$ cat config.mk
export PLATFORM = sky130hd
export DESIGN_NAME = spc_config
export DESIGN_NICKNAME = d
export VERILOG_FILES = /design/src/spc_pkg.sv /design/src/spc_rate_map.sv /design/src/spc_config.sv
export SDC_FILE = /design/constraint.sdc
export NUM_CORES = 1
export LEC_CHECK = 0
export ABC_AREA = 1
export BUFFER_PORTS_ARGS = -buffer_cell sky130_fd_sc_hd__buf_2
export CORE_ASPECT_RATIO = 0.7
export CORE_MARGIN = 2
export CORE_UTILIZATION = 48
export CTS_CLUSTER_SIZE = 25
export DETAILED_ROUTE_END_ITERATION = 8
export GPL_TIMING_DRIVEN = 0
export PLACE_DENSITY = 0.76
export SYNTH_ARGS = -nofsm -noshare
export SYNTH_HDL_FRONTEND = slang
export SYNTH_SLANG_ARGS = --single-unit
export TNS_END_PERCENT = 20
$ cat constraint.sdc
create_clock -name clk -period 3.82 [get_ports clk]
set_input_delay 0.382 -clock clk [delete_from_list [all_inputs] [get_ports clk]]
set_output_delay 0.382 -clock clk [all_outputs]
set_load 0.02 [all_outputs]
$ cat src/spc_pkg.sv
package spc_pkg;

// ----------------------------------------------------------------
// Register map (byte addresses)
// ----------------------------------------------------------------
localparam logic [7:0] SPC_ADDR_OPT_A   = 8'h00;
localparam logic [7:0] SPC_ADDR_OPT_B   = 8'h04;
localparam logic [7:0] SPC_ADDR_PINOPT  = 8'h08;
localparam logic [7:0] SPC_ADDR_IRDMA   = 8'h0C;
localparam logic [7:0] SPC_ADDR_PINFUN  = 8'h10;
localparam logic [7:0] SPC_ADDR_IROPT   = 8'h14;
localparam logic [7:0] SPC_ADDR_FDRATE  = 8'h18;
localparam logic [7:0] SPC_ADDR_CTRL    = 8'h1C;
localparam logic [7:0] SPC_ADDR_STATUS  = 8'h20;

localparam logic [7:0] SPC_RST_OPT_A    = 8'h00;
localparam logic [7:0] SPC_RST_OPT_B    = 8'h28;
localparam logic [7:0] SPC_RST_PINOPT   = 8'h1E;
localparam logic [7:0] SPC_RST_IRDMA    = 8'h00;
localparam logic [7:0] SPC_RST_PINFUN   = 8'h00;
localparam logic [7:0] SPC_RST_IROPT    = 8'h10;
localparam logic [7:0] SPC_RST_FDRATE   = 8'h00;

// Writable masks: reserved bits ignore writes
localparam logic [7:0] SPC_MASK_IROPT   = 8'hFD;
localparam logic [7:0] SPC_MASK_FDRATE  = 8'h3F;

// ----------------------------------------------------------------
// Field positions
// ----------------------------------------------------------------
localparam int SPC_B_PULLUP_DIS = 7;
localparam int SPC_B_TX_WAIT    = 6;
localparam int SPC_B_RX_WAIT    = 5;
localparam int SPC_B_BANK_PRIO  = 4;
localparam int SPC_B_GPIO1_SEL  = 5;
localparam int SPC_B_GPIO0_SEL  = 4;
localparam int SPC_B_IR2_IDE    = 1;
localparam int SPC_B_APPEND_CRC = 4;
localparam int SPC_B_BANK_EN    = 3;
localparam int SPC_B_XTAL48     = 2;
localparam int SPC_B_PRECOMP_A  = 2;
localparam int SPC_B_PRECOMP_B  = 5;
localparam int SPC_B_SEL0_MODE  = 0;

localparam int SPC_TURN_CHARS   = 4;

// ----------------------------------------------------------------
// Types
// ----------------------------------------------------------------
typedef enum logic [3:0] {
    SPC_ROLE_IRQ,
    SPC_ROLE_RESIDE,
    SPC_ROLE_DMA_REQUEST_D,
    SPC_ROLE_DMA_ACK_D,
    SPC_ROLE_INFRARED_SELECT_0,
    SPC_ROLE_INFRARED_SELECT_1,
    SPC_ROLE_INFRARED_SELECT_2,
    SPC_ROLE_HIGH_SPEED_INFRARED_RECEIVE,
    SPC_ROLE_CS,
    SPC_ROLE_POWER_DOWN_CONTROL_IN,
    SPC_ROLE_IDBEN
} spc_role_t;

typedef enum logic [2:0] {
    SPC_RATE_NONE,
    SPC_RATE_125K,
    SPC_RATE_150K,
    SPC_RATE_250K,
    SPC_RATE_300K,
    SPC_RATE_500K,
    SPC_RATE_1M,
    SPC_RATE_2M
} spc_rate_t;

typedef struct packed {
    spc_role_t first;
    spc_role_t second;
    spc_role_t third;
    spc_role_t interrupt_input;
    spc_role_t ideBuf;
} spc_pins_t;

typedef struct packed {
    spc_rate_t mfm;
    spc_rate_t fm;
} spc_speed_t;

endpackage

$ cat src/spc_rate_map.sv
`timescale 1ns/1ps
module spc_rate_map
    import spc_pkg::*;
(
    input  wire logic [1:0] driveField, // Drive rate field
    input  wire logic [1:0] rateSel,    // Data rate select
    output spc_pkg::spc_speed_t speed   // Resulting MFM/FM rates
);
    always_comb begin
        speed.mfm = SPC_RATE_NONE;
        speed.fm  = SPC_RATE_NONE;
        case (rateSel)
            2'h3: begin
                speed.mfm = SPC_RATE_1M;
            end
            2'h0: begin
                speed.mfm = SPC_RATE_500K;
                speed.fm  = SPC_RATE_250K;
            end
            2'h1: begin
                if (driveField == 2'h1) begin
                    speed.mfm = SPC_RATE_500K;
                    speed.fm  = SPC_RATE_250K;
                end else if (driveField == 2'h2) begin
                    speed.mfm = SPC_RATE_2M;
                end else begin
                    speed.mfm = SPC_RATE_300K;
                    speed.fm  = SPC_RATE_150K;
                end
            end
            default: begin
                speed.mfm = SPC_RATE_250K;
                speed.fm  = SPC_RATE_125K;
            end
        endcase
    end
endmodule // spc_rate_map

$ cat src/spc_config.sv
`timescale 1ns/1ps
module spc_config
    import spc_pkg::*;
(
    input  wire logic        clk,          // 40 MHz clock
    input  wire logic        nrst,         // Async reset, active low
    input  wire logic        psel,         // APB select
    input  wire logic        penable,      // APB enable
    input  wire logic        pwrite,       // APB direction
    input  wire logic [7:0]  paddr,        // APB byte address
    input  wire logic [31:0] pwdata,       // APB write data
    output logic [31:0]      prdata,       // APB read data
    output logic             pready,       // APB ready
    output logic             pslverr,      // APB error
    input  wire logic        gameStrap,    // Game-or-DMA strap pin
    input  wire logic [1:0]  rateSel,      // Floppy data rate select
    input  wire logic        bankSel0Mode, // UART B bank 7 reg 7 bit 5
    output logic             gameMode,     // Shared pins are game port
    output logic             pullupDisN,   // Parallel pull-up disable, low active
    output logic             txWait,       // Wait before transmit
    output logic             rxWait,       // Wait before receive
    output logic             bankPrio,     // Bank infrared selection wins
    output logic             irqAIsGpio,   // First interrupt pin is GPIO 1
    output logic             irqBIsGpio,   // Second interrupt pin is GPIO 0
    output logic             ir2OnIde,     // IDE select pair carries infrared 2
    output logic [2:0]       firTxDma,     // Transmit DMA channel number: 0 none, 1..4
    output logic [2:0]       firRxDma,     // Receive DMA: 0 none, 1..4
    output spc_pkg::spc_pins_t pins,       // Resolved pin roles
    output logic             appendCrc,    // Append hardware CRC
    output logic             bankEnable,   // UART B bank selection on
    output logic             xtal48,       // Crystal is 48 MHz
    output spc_pkg::spc_speed_t speedA,    // Drive A rate
    output spc_pkg::spc_speed_t speedB,    // Drive B rate
    output logic             precompOffA,  // Precompensation off drive A
    output logic             precompOffB   // Precompensation off drive B
);
    import spc_pkg::*;

    // ----------------------------------------------------------------
    // Reset and input synchronisers
    // ----------------------------------------------------------------
    logic [1:0] rstSync_reg;
    logic       rstN;
    logic [1:0] strapSync_reg;
    logic [1:0] bankSync_reg;
    logic [1:0] rateSync0_reg;
    logic [1:0] rateSync1_reg;
    logic       strapDone_reg;

    always_ff @(posedge clk or negedge nrst) begin
        if (!nrst) rstSync_reg <= 2'h0;
        else rstSync_reg <= {rstSync_reg[0], 1'b1};
    end
    assign rstN = rstSync_reg[1];

    always_ff @(posedge clk or negedge rstN) begin
        if (!rstN) begin
            strapSync_reg <= 2'h0;
            bankSync_reg  <= 2'h0;
            rateSync0_reg <= 2'h0;
            rateSync1_reg <= 2'h0;
        end else begin
            strapSync_reg <= {strapSync_reg[0], gameStrap};
            bankSync_reg  <= {bankSync_reg[0], bankSel0Mode};
            rateSync0_reg <= rateSel;
            rateSync1_reg <= rateSync0_reg;
        end
    end

    // ----------------------------------------------------------------
    // Strap capture: once, after the synchroniser has settled
    // ----------------------------------------------------------------
    logic [1:0] strapCnt_reg;
    always_ff @(posedge clk or negedge rstN) begin
        if (!rstN) begin
            strapCnt_reg  <= 2'h0;
            strapDone_reg <= 1'b0;
            gameMode      <= 1'b0;
        end else if (!strapDone_reg) begin
            strapCnt_reg <= strapCnt_reg + 2'h1;
            if (strapCnt_reg == 2'h2) begin
                strapDone_reg <= 1'b1;
                gameMode      <= strapSync_reg[1];
            end
        end
    end

    // ----------------------------------------------------------------
    // APB register file
    // ----------------------------------------------------------------
    logic [7:0] optA_reg, optB_reg, pinOpt_reg, irDma_reg;
    logic [7:0] pinFun_reg, irOpt_reg, fdRate_reg;
    wire        wrEn  = psel && penable && pwrite;
    wire        rdEn  = psel && penable && !pwrite;
    wire        hitA  = paddr == SPC_ADDR_OPT_A;
    wire        hitB  = paddr == SPC_ADDR_OPT_B;
    wire        hitP  = paddr == SPC_ADDR_PINOPT;
    wire        hitD  = paddr == SPC_ADDR_IRDMA;
    wire        hitF  = paddr == SPC_ADDR_PINFUN;
    wire        hitI  = paddr == SPC_ADDR_IROPT;
    wire        hitR  = paddr == SPC_ADDR_FDRATE;
    wire        hitS  = paddr == SPC_ADDR_STATUS;
    wire        mapped = hitA | hitB | hitP | hitD | hitF | hitI | hitR | hitS;
    wire [7:0]  wByte = pwdata[7:0];

    always_ff @(posedge clk or negedge rstN) begin
        if (!rstN) begin
            optA_reg   <= SPC_RST_OPT_A;
            optB_reg   <= SPC_RST_OPT_B;
            pinOpt_reg <= SPC_RST_PINOPT;
            irDma_reg  <= SPC_RST_IRDMA;
            pinFun_reg <= SPC_RST_PINFUN;
            irOpt_reg  <= SPC_RST_IROPT;
            fdRate_reg <= SPC_RST_FDRATE;
        end else if (wrEn) begin
            if (hitA) optA_reg   <= wByte;
            if (hitB) optB_reg   <= wByte;
            if (hitP) pinOpt_reg <= wByte;
            if (hitD) irDma_reg  <= wByte;
            if (hitF) pinFun_reg <= wByte;
            if (hitI) irOpt_reg  <= wByte & SPC_MASK_IROPT;
            if (hitR) fdRate_reg <= wByte & SPC_MASK_FDRATE;
        end
    end

    // Status shows strap, bank mode and rate select as sampled
    wire [7:0] statusByte = {3'h0, strapDone_reg, rateSync1_reg, bankSync_reg[1], gameMode};
    logic [7:0] rdByte;
    always_comb begin
        rdByte = 8'h00;
        if (hitA) rdByte = optA_reg;
        if (hitB) rdByte = optB_reg;
        if (hitP) rdByte = pinOpt_reg;
        if (hitD) rdByte = irDma_reg;
        if (hitF) rdByte = pinFun_reg;
        if (hitI) rdByte = irOpt_reg;
        if (hitR) rdByte = fdRate_reg;
        if (hitS) rdByte = statusByte;
    end

    // Zero-wait slave: pready is high in every access phase
    always_ff @(posedge clk or negedge rstN) begin
        if (!rstN) begin
            prdata  <= 32'h0000_0000;
            pready  <= 1'b0;
            pslverr <= 1'b0;
        end else begin
            pready  <= psel && !penable;
            pslverr <= psel && !penable && !mapped;
            if (psel && !penable && !pwrite) prdata <= {24'h00_0000, rdByte};
        end
    end

    // ----------------------------------------------------------------
    // Pin role decode
    // ----------------------------------------------------------------
    function automatic spc_role_t comboRole(input logic sel0);
        comboRole = sel0 ? SPC_ROLE_INFRARED_SELECT_0 : SPC_ROLE_HIGH_SPEED_INFRARED_RECEIVE;
    endfunction

    function automatic logic [2:0] dmaChan(input logic [3:0] f);
        dmaChan = (f <= 4'h4) ? f[2:0] : 3'h0;
    endfunction

    logic sel0;
    assign sel0 = bankSync_reg[1];
    spc_pins_t pinsNext;
    always_comb begin
        case (pinFun_reg[7:6])
            2'h0: pinsNext.first = SPC_ROLE_IRQ;
            2'h1: pinsNext.first = SPC_ROLE_RESIDE;
            2'h2: pinsNext.first = SPC_ROLE_DMA_REQUEST_D;
            default: pinsNext.first = SPC_ROLE_INFRARED_SELECT_2;
        endcase
        case (pinFun_reg[5:4])
            2'h0: pinsNext.second = SPC_ROLE_CS;
            2'h1: pinsNext.second = SPC_ROLE_DMA_ACK_D;
            2'h2: pinsNext.second = SPC_ROLE_INFRARED_SELECT_1;
            default: pinsNext.second = SPC_ROLE_INFRARED_SELECT_2;
        endcase
        case (pinFun_reg[3:2])
            2'h0: pinsNext.third = SPC_ROLE_POWER_DOWN_CONTROL_IN;
            2'h1: pinsNext.third = SPC_ROLE_DMA_ACK_D;
            2'h2: pinsNext.third = SPC_ROLE_INFRARED_SELECT_1;
            default: pinsNext.third = comboRole(sel0);
        endcase
        case (pinFun_reg[1:0])
            2'h0: pinsNext.interrupt_input = SPC_ROLE_IRQ;
            2'h1: pinsNext.interrupt_input = SPC_ROLE_DMA_REQUEST_D;
            2'h2: pinsNext.interrupt_input = SPC_ROLE_INFRARED_SELECT_2;
            default: pinsNext.interrupt_input = comboRole(sel0);
        endcase
        case (irOpt_reg[7:5])
            3'h0: pinsNext.ideBuf = SPC_ROLE_IRQ;
            3'h1: pinsNext.ideBuf = SPC_ROLE_IDBEN;
            3'h2: pinsNext.ideBuf = SPC_ROLE_INFRARED_SELECT_2;
            3'h3: pinsNext.ideBuf = comboRole(sel0);
            3'h4: pinsNext.ideBuf = SPC_ROLE_DMA_ACK_D;
            default: pinsNext.ideBuf = SPC_ROLE_IRQ;
        endcase
    end

    // ----------------------------------------------------------------
    // Floppy rate decode
    // ----------------------------------------------------------------
    spc_speed_t speedANext, speedBNext;
    spc_rate_map uRateA (
        .driveField (fdRate_reg[1:0]),
        .rateSel    (rateSync1_reg),
        .speed      (speedANext)
    );
    spc_rate_map uRateB (
        .driveField (fdRate_reg[4:3]),
        .rateSel    (rateSync1_reg),
        .speed      (speedBNext)
    );

    // ----------------------------------------------------------------
    // Registered outputs
    // ----------------------------------------------------------------
    always_ff @(posedge clk or negedge rstN) begin
        if (!rstN) begin
            pullupDisN  <= 1'b1;
            txWait      <= 1'b0;
            rxWait      <= 1'b0;
            bankPrio    <= 1'b0;
            irqAIsGpio  <= 1'b0;
            irqBIsGpio  <= 1'b0;
            ir2OnIde    <= 1'b0;
            firTxDma    <= 3'h0;
            firRxDma    <= 3'h0;
            pins        <= '{SPC_ROLE_IRQ, SPC_ROLE_CS, SPC_ROLE_POWER_DOWN_CONTROL_IN, SPC_ROLE_IRQ, SPC_ROLE_IRQ};
            appendCrc   <= 1'b0;
            bankEnable  <= 1'b0;
            xtal48      <= 1'b0;
            speedA      <= '{SPC_RATE_NONE, SPC_RATE_NONE};
            speedB      <= '{SPC_RATE_NONE, SPC_RATE_NONE};
            precompOffA <= 1'b0;
            precompOffB <= 1'b0;
        end else begin
            pullupDisN  <= !optA_reg[SPC_B_PULLUP_DIS];
            txWait      <= optA_reg[SPC_B_TX_WAIT];
            rxWait      <= optA_reg[SPC_B_RX_WAIT];
            bankPrio    <= optB_reg[SPC_B_BANK_PRIO];
            irqAIsGpio  <= pinOpt_reg[SPC_B_GPIO1_SEL];
            irqBIsGpio  <= pinOpt_reg[SPC_B_GPIO0_SEL];
            ir2OnIde    <= pinOpt_reg[SPC_B_IR2_IDE];
            firTxDma    <= dmaChan(irDma_reg[7:4]);
            firRxDma    <= dmaChan(irDma_reg[3:0]);
            pins        <= pinsNext;
            appendCrc   <= irOpt_reg[SPC_B_APPEND_CRC];
            bankEnable  <= irOpt_reg[SPC_B_BANK_EN];
            xtal48      <= irOpt_reg[SPC_B_XTAL48];
            speedA      <= speedANext;
            speedB      <= speedBNext;
            precompOffA <= fdRate_reg[SPC_B_PRECOMP_A];
            precompOffB <= fdRate_reg[SPC_B_PRECOMP_B];
        end
    end

    // ----------------------------------------------------------------
    // Assertions
    // ----------------------------------------------------------------
    a_strap_once: assert property (@(posedge clk) disable iff (!rstN)
        strapDone_reg |=> $stable(gameMode)) else $error("strap result changed");
    a_pullup_follow: assert property (@(posedge clk) disable iff (!rstN)
        (wrEn && hitA) |=> ##1 (pullupDisN == !$past(pwdata[7], 2))) else $error("pull-up mismatch");
    a_tx_wait: assert property (@(posedge clk) disable iff (!rstN)
        (wrEn && hitA) |=> ##1 (txWait == $past(pwdata[6], 2))) else $error("tx wait mismatch");
    a_rx_wait: assert property (@(posedge clk) disable iff (!rstN)
        (wrEn && hitA) |=> ##1 (rxWait == $past(pwdata[5], 2))) else $error("rx wait mismatch");
    a_dma_range: assert property (@(posedge clk) disable iff (!rstN)
        firTxDma <= 3'h4 && firRxDma <= 3'h4) else $error("dma channel out of range");
    a_reserved_zero: assert property (@(posedge clk) disable iff (!rstN)
        fdRate_reg[7:6] == 2'h0 && irOpt_reg[1] == 1'b0) else $error("reserved bit set");
    a_combo_role: assert property (@(posedge clk) disable iff (!rstN)
        (pinFun_reg[3:2] == 2'h3) |=> (pins.third == ($past(sel0) ? SPC_ROLE_INFRARED_SELECT_0 : SPC_ROLE_HIGH_SPEED_INFRARED_RECEIVE)))
        else $error("combo role wrong");
    a_crc_follow: assert property (@(posedge clk) disable iff (!rstN)
        $past(rstN) |-> appendCrc == $past(irOpt_reg[SPC_B_APPEND_CRC])) else $error("crc flag mismatch");
    a_two_meg: assert property (@(posedge clk) disable iff (!rstN)
        (fdRate_reg[1:0] == 2'h2 && rateSync1_reg == 2'h1) |=> (speedA.mfm == SPC_RATE_2M))
        else $error("2M rate missing");
    a_ready_once: assert property (@(posedge clk) disable iff (!rstN)
        pready |=> !pready) else $error("ready held");

    // ----------------------------------------------------------------
    // Register-to-output follow-through
    // ----------------------------------------------------------------
    // The first edge after release still shows reset outputs, so it is skipped
    a_bank_prio: assert property (@(posedge clk) disable iff (!rstN)
        $past(rstN) |-> bankPrio == $past(optB_reg[SPC_B_BANK_PRIO]))
        else $error("bank priority mismatch");

    a_irq_a_gpio: assert property (@(posedge clk) disable iff (!rstN)
        $past(rstN) |-> irqAIsGpio == $past(pinOpt_reg[SPC_B_GPIO1_SEL]))
        else $error("first interrupt pin role mismatch");

    a_irq_b_gpio: assert property (@(posedge clk) disable iff (!rstN)
        $past(rstN) |-> irqBIsGpio == $past(pinOpt_reg[SPC_B_GPIO0_SEL]))
        else $error("second interrupt pin role mismatch");

    a_ide_pair: assert property (@(posedge clk) disable iff (!rstN)
        $past(rstN) |-> ir2OnIde == $past(pinOpt_reg[SPC_B_IR2_IDE]))
        else $error("ide pair role mismatch");

    a_first_role: assert property (@(posedge clk) disable iff (!rstN)
        (pinFun_reg[7:6] == 2'h2) |=> (pins.first == SPC_ROLE_DMA_REQUEST_D))
        else $error("first pin role mismatch");

    a_second_role: assert property (@(posedge clk) disable iff (!rstN)
        (pinFun_reg[5:4] == 2'h1) |=> (pins.second == SPC_ROLE_DMA_ACK_D))
        else $error("second pin role mismatch");

    a_irq_in_role: assert property (@(posedge clk) disable iff (!rstN)
        (pinFun_reg[1:0] == 2'h2) |=> (pins.interrupt_input == SPC_ROLE_INFRARED_SELECT_2))
        else $error("interrupt input pin role mismatch");

    a_ide_buf_role: assert property (@(posedge clk) disable iff (!rstN)
        (irOpt_reg[7:5] == 3'h4) |=> (pins.ideBuf == SPC_ROLE_DMA_ACK_D))
        else $error("ide buffer pin role mismatch");

    a_ide_buf_rsvd: assert property (@(posedge clk) disable iff (!rstN)
        (irOpt_reg[7:5] > 3'h4) |=> (pins.ideBuf == SPC_ROLE_IRQ))
        else $error("unlisted ide buffer code not default");

    a_bank_enable: assert property (@(posedge clk) disable iff (!rstN)
        $past(rstN) |-> bankEnable == $past(irOpt_reg[SPC_B_BANK_EN]))
        else $error("bank enable mismatch");

    a_xtal_sel: assert property (@(posedge clk) disable iff (!rstN)
        $past(rstN) |-> xtal48 == $past(irOpt_reg[SPC_B_XTAL48]))
        else $error("crystal select mismatch");

    a_precomp_off: assert property (@(posedge clk) disable iff (!rstN)
        $past(rstN) |-> (precompOffA == $past(fdRate_reg[SPC_B_PRECOMP_A]) &&
            precompOffB == $past(fdRate_reg[SPC_B_PRECOMP_B]))) else $error("precompensation mismatch");

    c_write_a:   cover property (@(posedge clk) wrEn && hitA);
    c_read_stat: cover property (@(posedge clk) rdEn && hitS);
    c_bad_addr:  cover property (@(posedge clk) pslverr);
    c_two_meg:   cover property (@(posedge clk) speedB.mfm == SPC_RATE_2M);
    c_combo_sel0: cover property (@(posedge clk) pins.third == SPC_ROLE_INFRARED_SELECT_0);
endmodule // spc_config

==> results by group <==
STA
  – Hold slack: 66.7 ps
  – Slew Limit Fails: 0
  – Total Neg Setup Slack: 0 ps
  – Slew HR: 47.3%
  – Clk_skew: 8.60 ps
  – RSZ-0062 raised after global routing: no
  – Achievable Freq: 0.679 GHz
  – Worst Tran Pin Value: 790 ps
  – PnR worst setup slack: 2350 ps
  – Final setup fails: 0
  – Final critical-path share of the clock period: 38.6%
  – Count of final hold-check violations: 0
  – Min Tclk post-route: 1470 ps

Routing
  – Post-route DRC: 0
  – Vias per cell: 4.93
  – WL final: 11.8 mm
  – WL/cell: 14.6 µm
  – TritonRoute pass-1 iters: 5
  – Antenna viol nets, final: 0
  – DRT iter0 DRCs: 303
  – Routed vias: 3977

Setup path
  – Worst path max stage delay: 370 ps
  – Worst R2R End: prdata[6]$_DFFE_PN0P_
  – Slowest cell on the critical path: o21ai_0
  – FF-to-FF path depth: 4
  – CP Cell Sequence: buf_2 > inv_1 > nand2_1 > nor2_4 > nand2_4 > o21ai_0 > nand4_1 > nand2_1 > nand2_1
  – CP startpoint kind: input pin
  – Setup crit start: paddr[0]
  – Crit Path Category: input pin to register
  – Crit-path max FO: 6
  – CP required: 4120 ps
  – Worst r2r src: pinOpt_reg[6]$_DFFE_PN0P_
  – Critical Path Sink Type: register
  – Most frequent CP cell: nand2_1
  – Internal reg-to-reg setup slack: 2540 ps
  – Data arrival, critical path: 1770 ps

Floorplan
  – Core area: 0.0104 mm²
  – I/O pin count: 134
  – Row count: 31
  – Die area: 0.0117 mm²
  – Die H: 90.9 µm
  – Die extent in x: 128 µm
  – Initial Util: 49.7%

Placed design
  – RePlAce Congestion: 0.903
  – Detailed placement HPWL: 8.37 mm
  – Pre-CTS setup slack: 2050 ps
  – Input/output buffers: 81

Outcome
  – Outcome: completed

Cells and area
  – Most common cell after layout, fill and taps aside: nand2_1
  – Top reg by flops: pins
  – Share of cells above drive strength 1: 29.9%
  – Max FFs per register: 18
  – N_diodes: 0
  – Synth-to-Final Area Change: 24.1%
  – Nets@finish: 724
  – Most frequent cells in the layout: 127 x nand2_1, 110 x dfrtp_1, 86 x buf_2, 54 x inv_1, 36 x o21ai_1
  – Fin util: 61.7%

Pwr
  – P_sw: 0.714 mW
  – Reg power frac: 45.3%
  – Logic gate share of total power: 5.9%
  – Cell leakage power: 3.46 nW
  – Peak supply drop: 0.313 mV
  – Power Internal: 2.27 mW
  – Switching Share: 23.9%
  – Pwr/cell area: 464 mW/mm²
  – Clock power frac: 48.7%

Clock network
  – Deepest clock path buffer count: 2
  – Clock Latency Late Sink: 420 ps
  – CTS H-tree lvls: 4
  – CTS buffer count: 17
  – CTS Sinks: 122
  – # resized after CTS: 0
  – Reg clk slew, reported paths: 60 ps
  – Hold buffers post-CTS: 1
  – Setup bufs post-CTS: 0
  – CTS tree: built
  – Clock root buffer: clkbuf_16

Yosys
  – Netlist cell types: 37
  – Post-synthesis cell area: 0.00518 mm²
  – Synth Register Bits: 122
  – Ys flop type: dfrtp_1
  – Sequential share of the synthesized area: 59.2%
  – YS warnings: 0
  – Number of synthesized flops with an enable pin: 0
  – Ys async rst share: 100%
  – Syn Area/Cell: 9.72 µm²
  – Post-Syn Instances: 533

Global route
  – Vias in the first global route: 3852
  – Antenna violations before repair: 0
  – Largest net degree at the start of global routing: 62
  – First-pass GRT wire length: 19.0 mm
  – Gr usage total: 21.5%
  – Remaining Overflow, GRT: 0

Flow run
  – Max Cap Viol: 0

Min path
  – Hold Path Depth: 1
  – Hold Crit Start: bankSel0Mode
  – Hold Crit Class: input pin to register
  – Hold EP: bankSync_reg[0]$_DFF_PN0_
==> worst max-delay path by stage <==
stage,cells after the start,endpoint,slack (ps)
floorplan,0,appendCrc$_DFF_PN0_,190
global placement,0,pins[1]$_DFF_PN0_,-920
detailed placement,9,prdata[6]$_DFFE_PN0P_,2050
CTS,1,pins[8],2340
global route,10,prdata[5]$_DFFE_PN0P_,2300
finish,9,prdata[6]$_DFFE_PN0P_,2350
==> cell usage after synthesis, types with 2 or more instances <==
cell	instances	area, µm²
o21ai_0	25	125
nand2_4	3	33.8
o211ai_1	2	15.0
nor3_1	2	10.0
buf_6	3	33.8
a21oi_1	10	50.1
nand2_1	127	477
conb_1	2	7.51
o21ai_2	6	52.6
buf_2	5	25.0
clkbuf_1	2	7.51
inv_2	4	15.0
buf_4	30	225
o21bai_1	3	22.5
nand2_2	11	68.8
nand4_1	6	37.5
or2_2	6	37.5
dfrtp_1	111	2780
nand3_1	21	105
inv_1	54	203
inv_4	2	12.5
nor2_4	3	33.8
nor2_2	3	18.8
nor2_1	22	82.6
o21ai_1	36	180
ha_1	13	163
dfstp_2	11	289
==> stage by stage <==
step	power (mW)	area, µm²	std cells
finish	2.98	6430	807
global route	3.09	6430	807
CTS	3.00	6430	807
detailed placement	1.55	5890	774
global placement	1.54	5850	773
floorplan	1.49	5280	560
==> worst max-delay path: cells and delay by family <==
kind	cells	cell delay [ps]
AO/OA/AOI/OAI	1	370
buffers and inverters	2	140
AND/OR/NAND/NOR	6	870
==> layout make-up <==
type,instances,area (µm²)
Tap cell,132,165
Inverter,61,235
Clock buffer,19,433
Fill cell,863,4000
Buffer,40,292
Multi-Input combinational cell,337,1690
Timing Repair Buffer,83,443
Sequential cell,122,3070
Clock inverter,13,104
==> power groups by stage <==
stage / logic (mW) / clock network [mW] / registers, mW
finish: 0.177 / 1.45 / 1.35
global placement: 0.157 / 0 / 1.38
floorplan: 0.0923 / 0 / 1.40
detailed placement: 0.175 / 0 / 1.37
CTS: 0.177 / 1.47 / 1.35
global route: 0.194 / 1.54 / 1.36
==> layer usage <==
layer / vias to the layer above / track usage, % / part of all wire [%]
li1: 1897 / - / -
met1: 1926 / 28.6 / 45
met2: 135 / 34.4 / 48
met3: 19 / 6.42 / 5.6
met4: 0 / 6.14 / 1.6
met5: - / 0 / 0
==> cells by family after synthesis <==
logic type	synth area share, %
xor gates and xnor gates	0.169
DFF	59.2
adders and majority gates	3.14
buffers and inverters	10.2
other	0.145
and+or+nand+nor	17.9
AOI/OAI and AO/OA	9.32
Note: power is estimated with default switching activity, not from simulation.
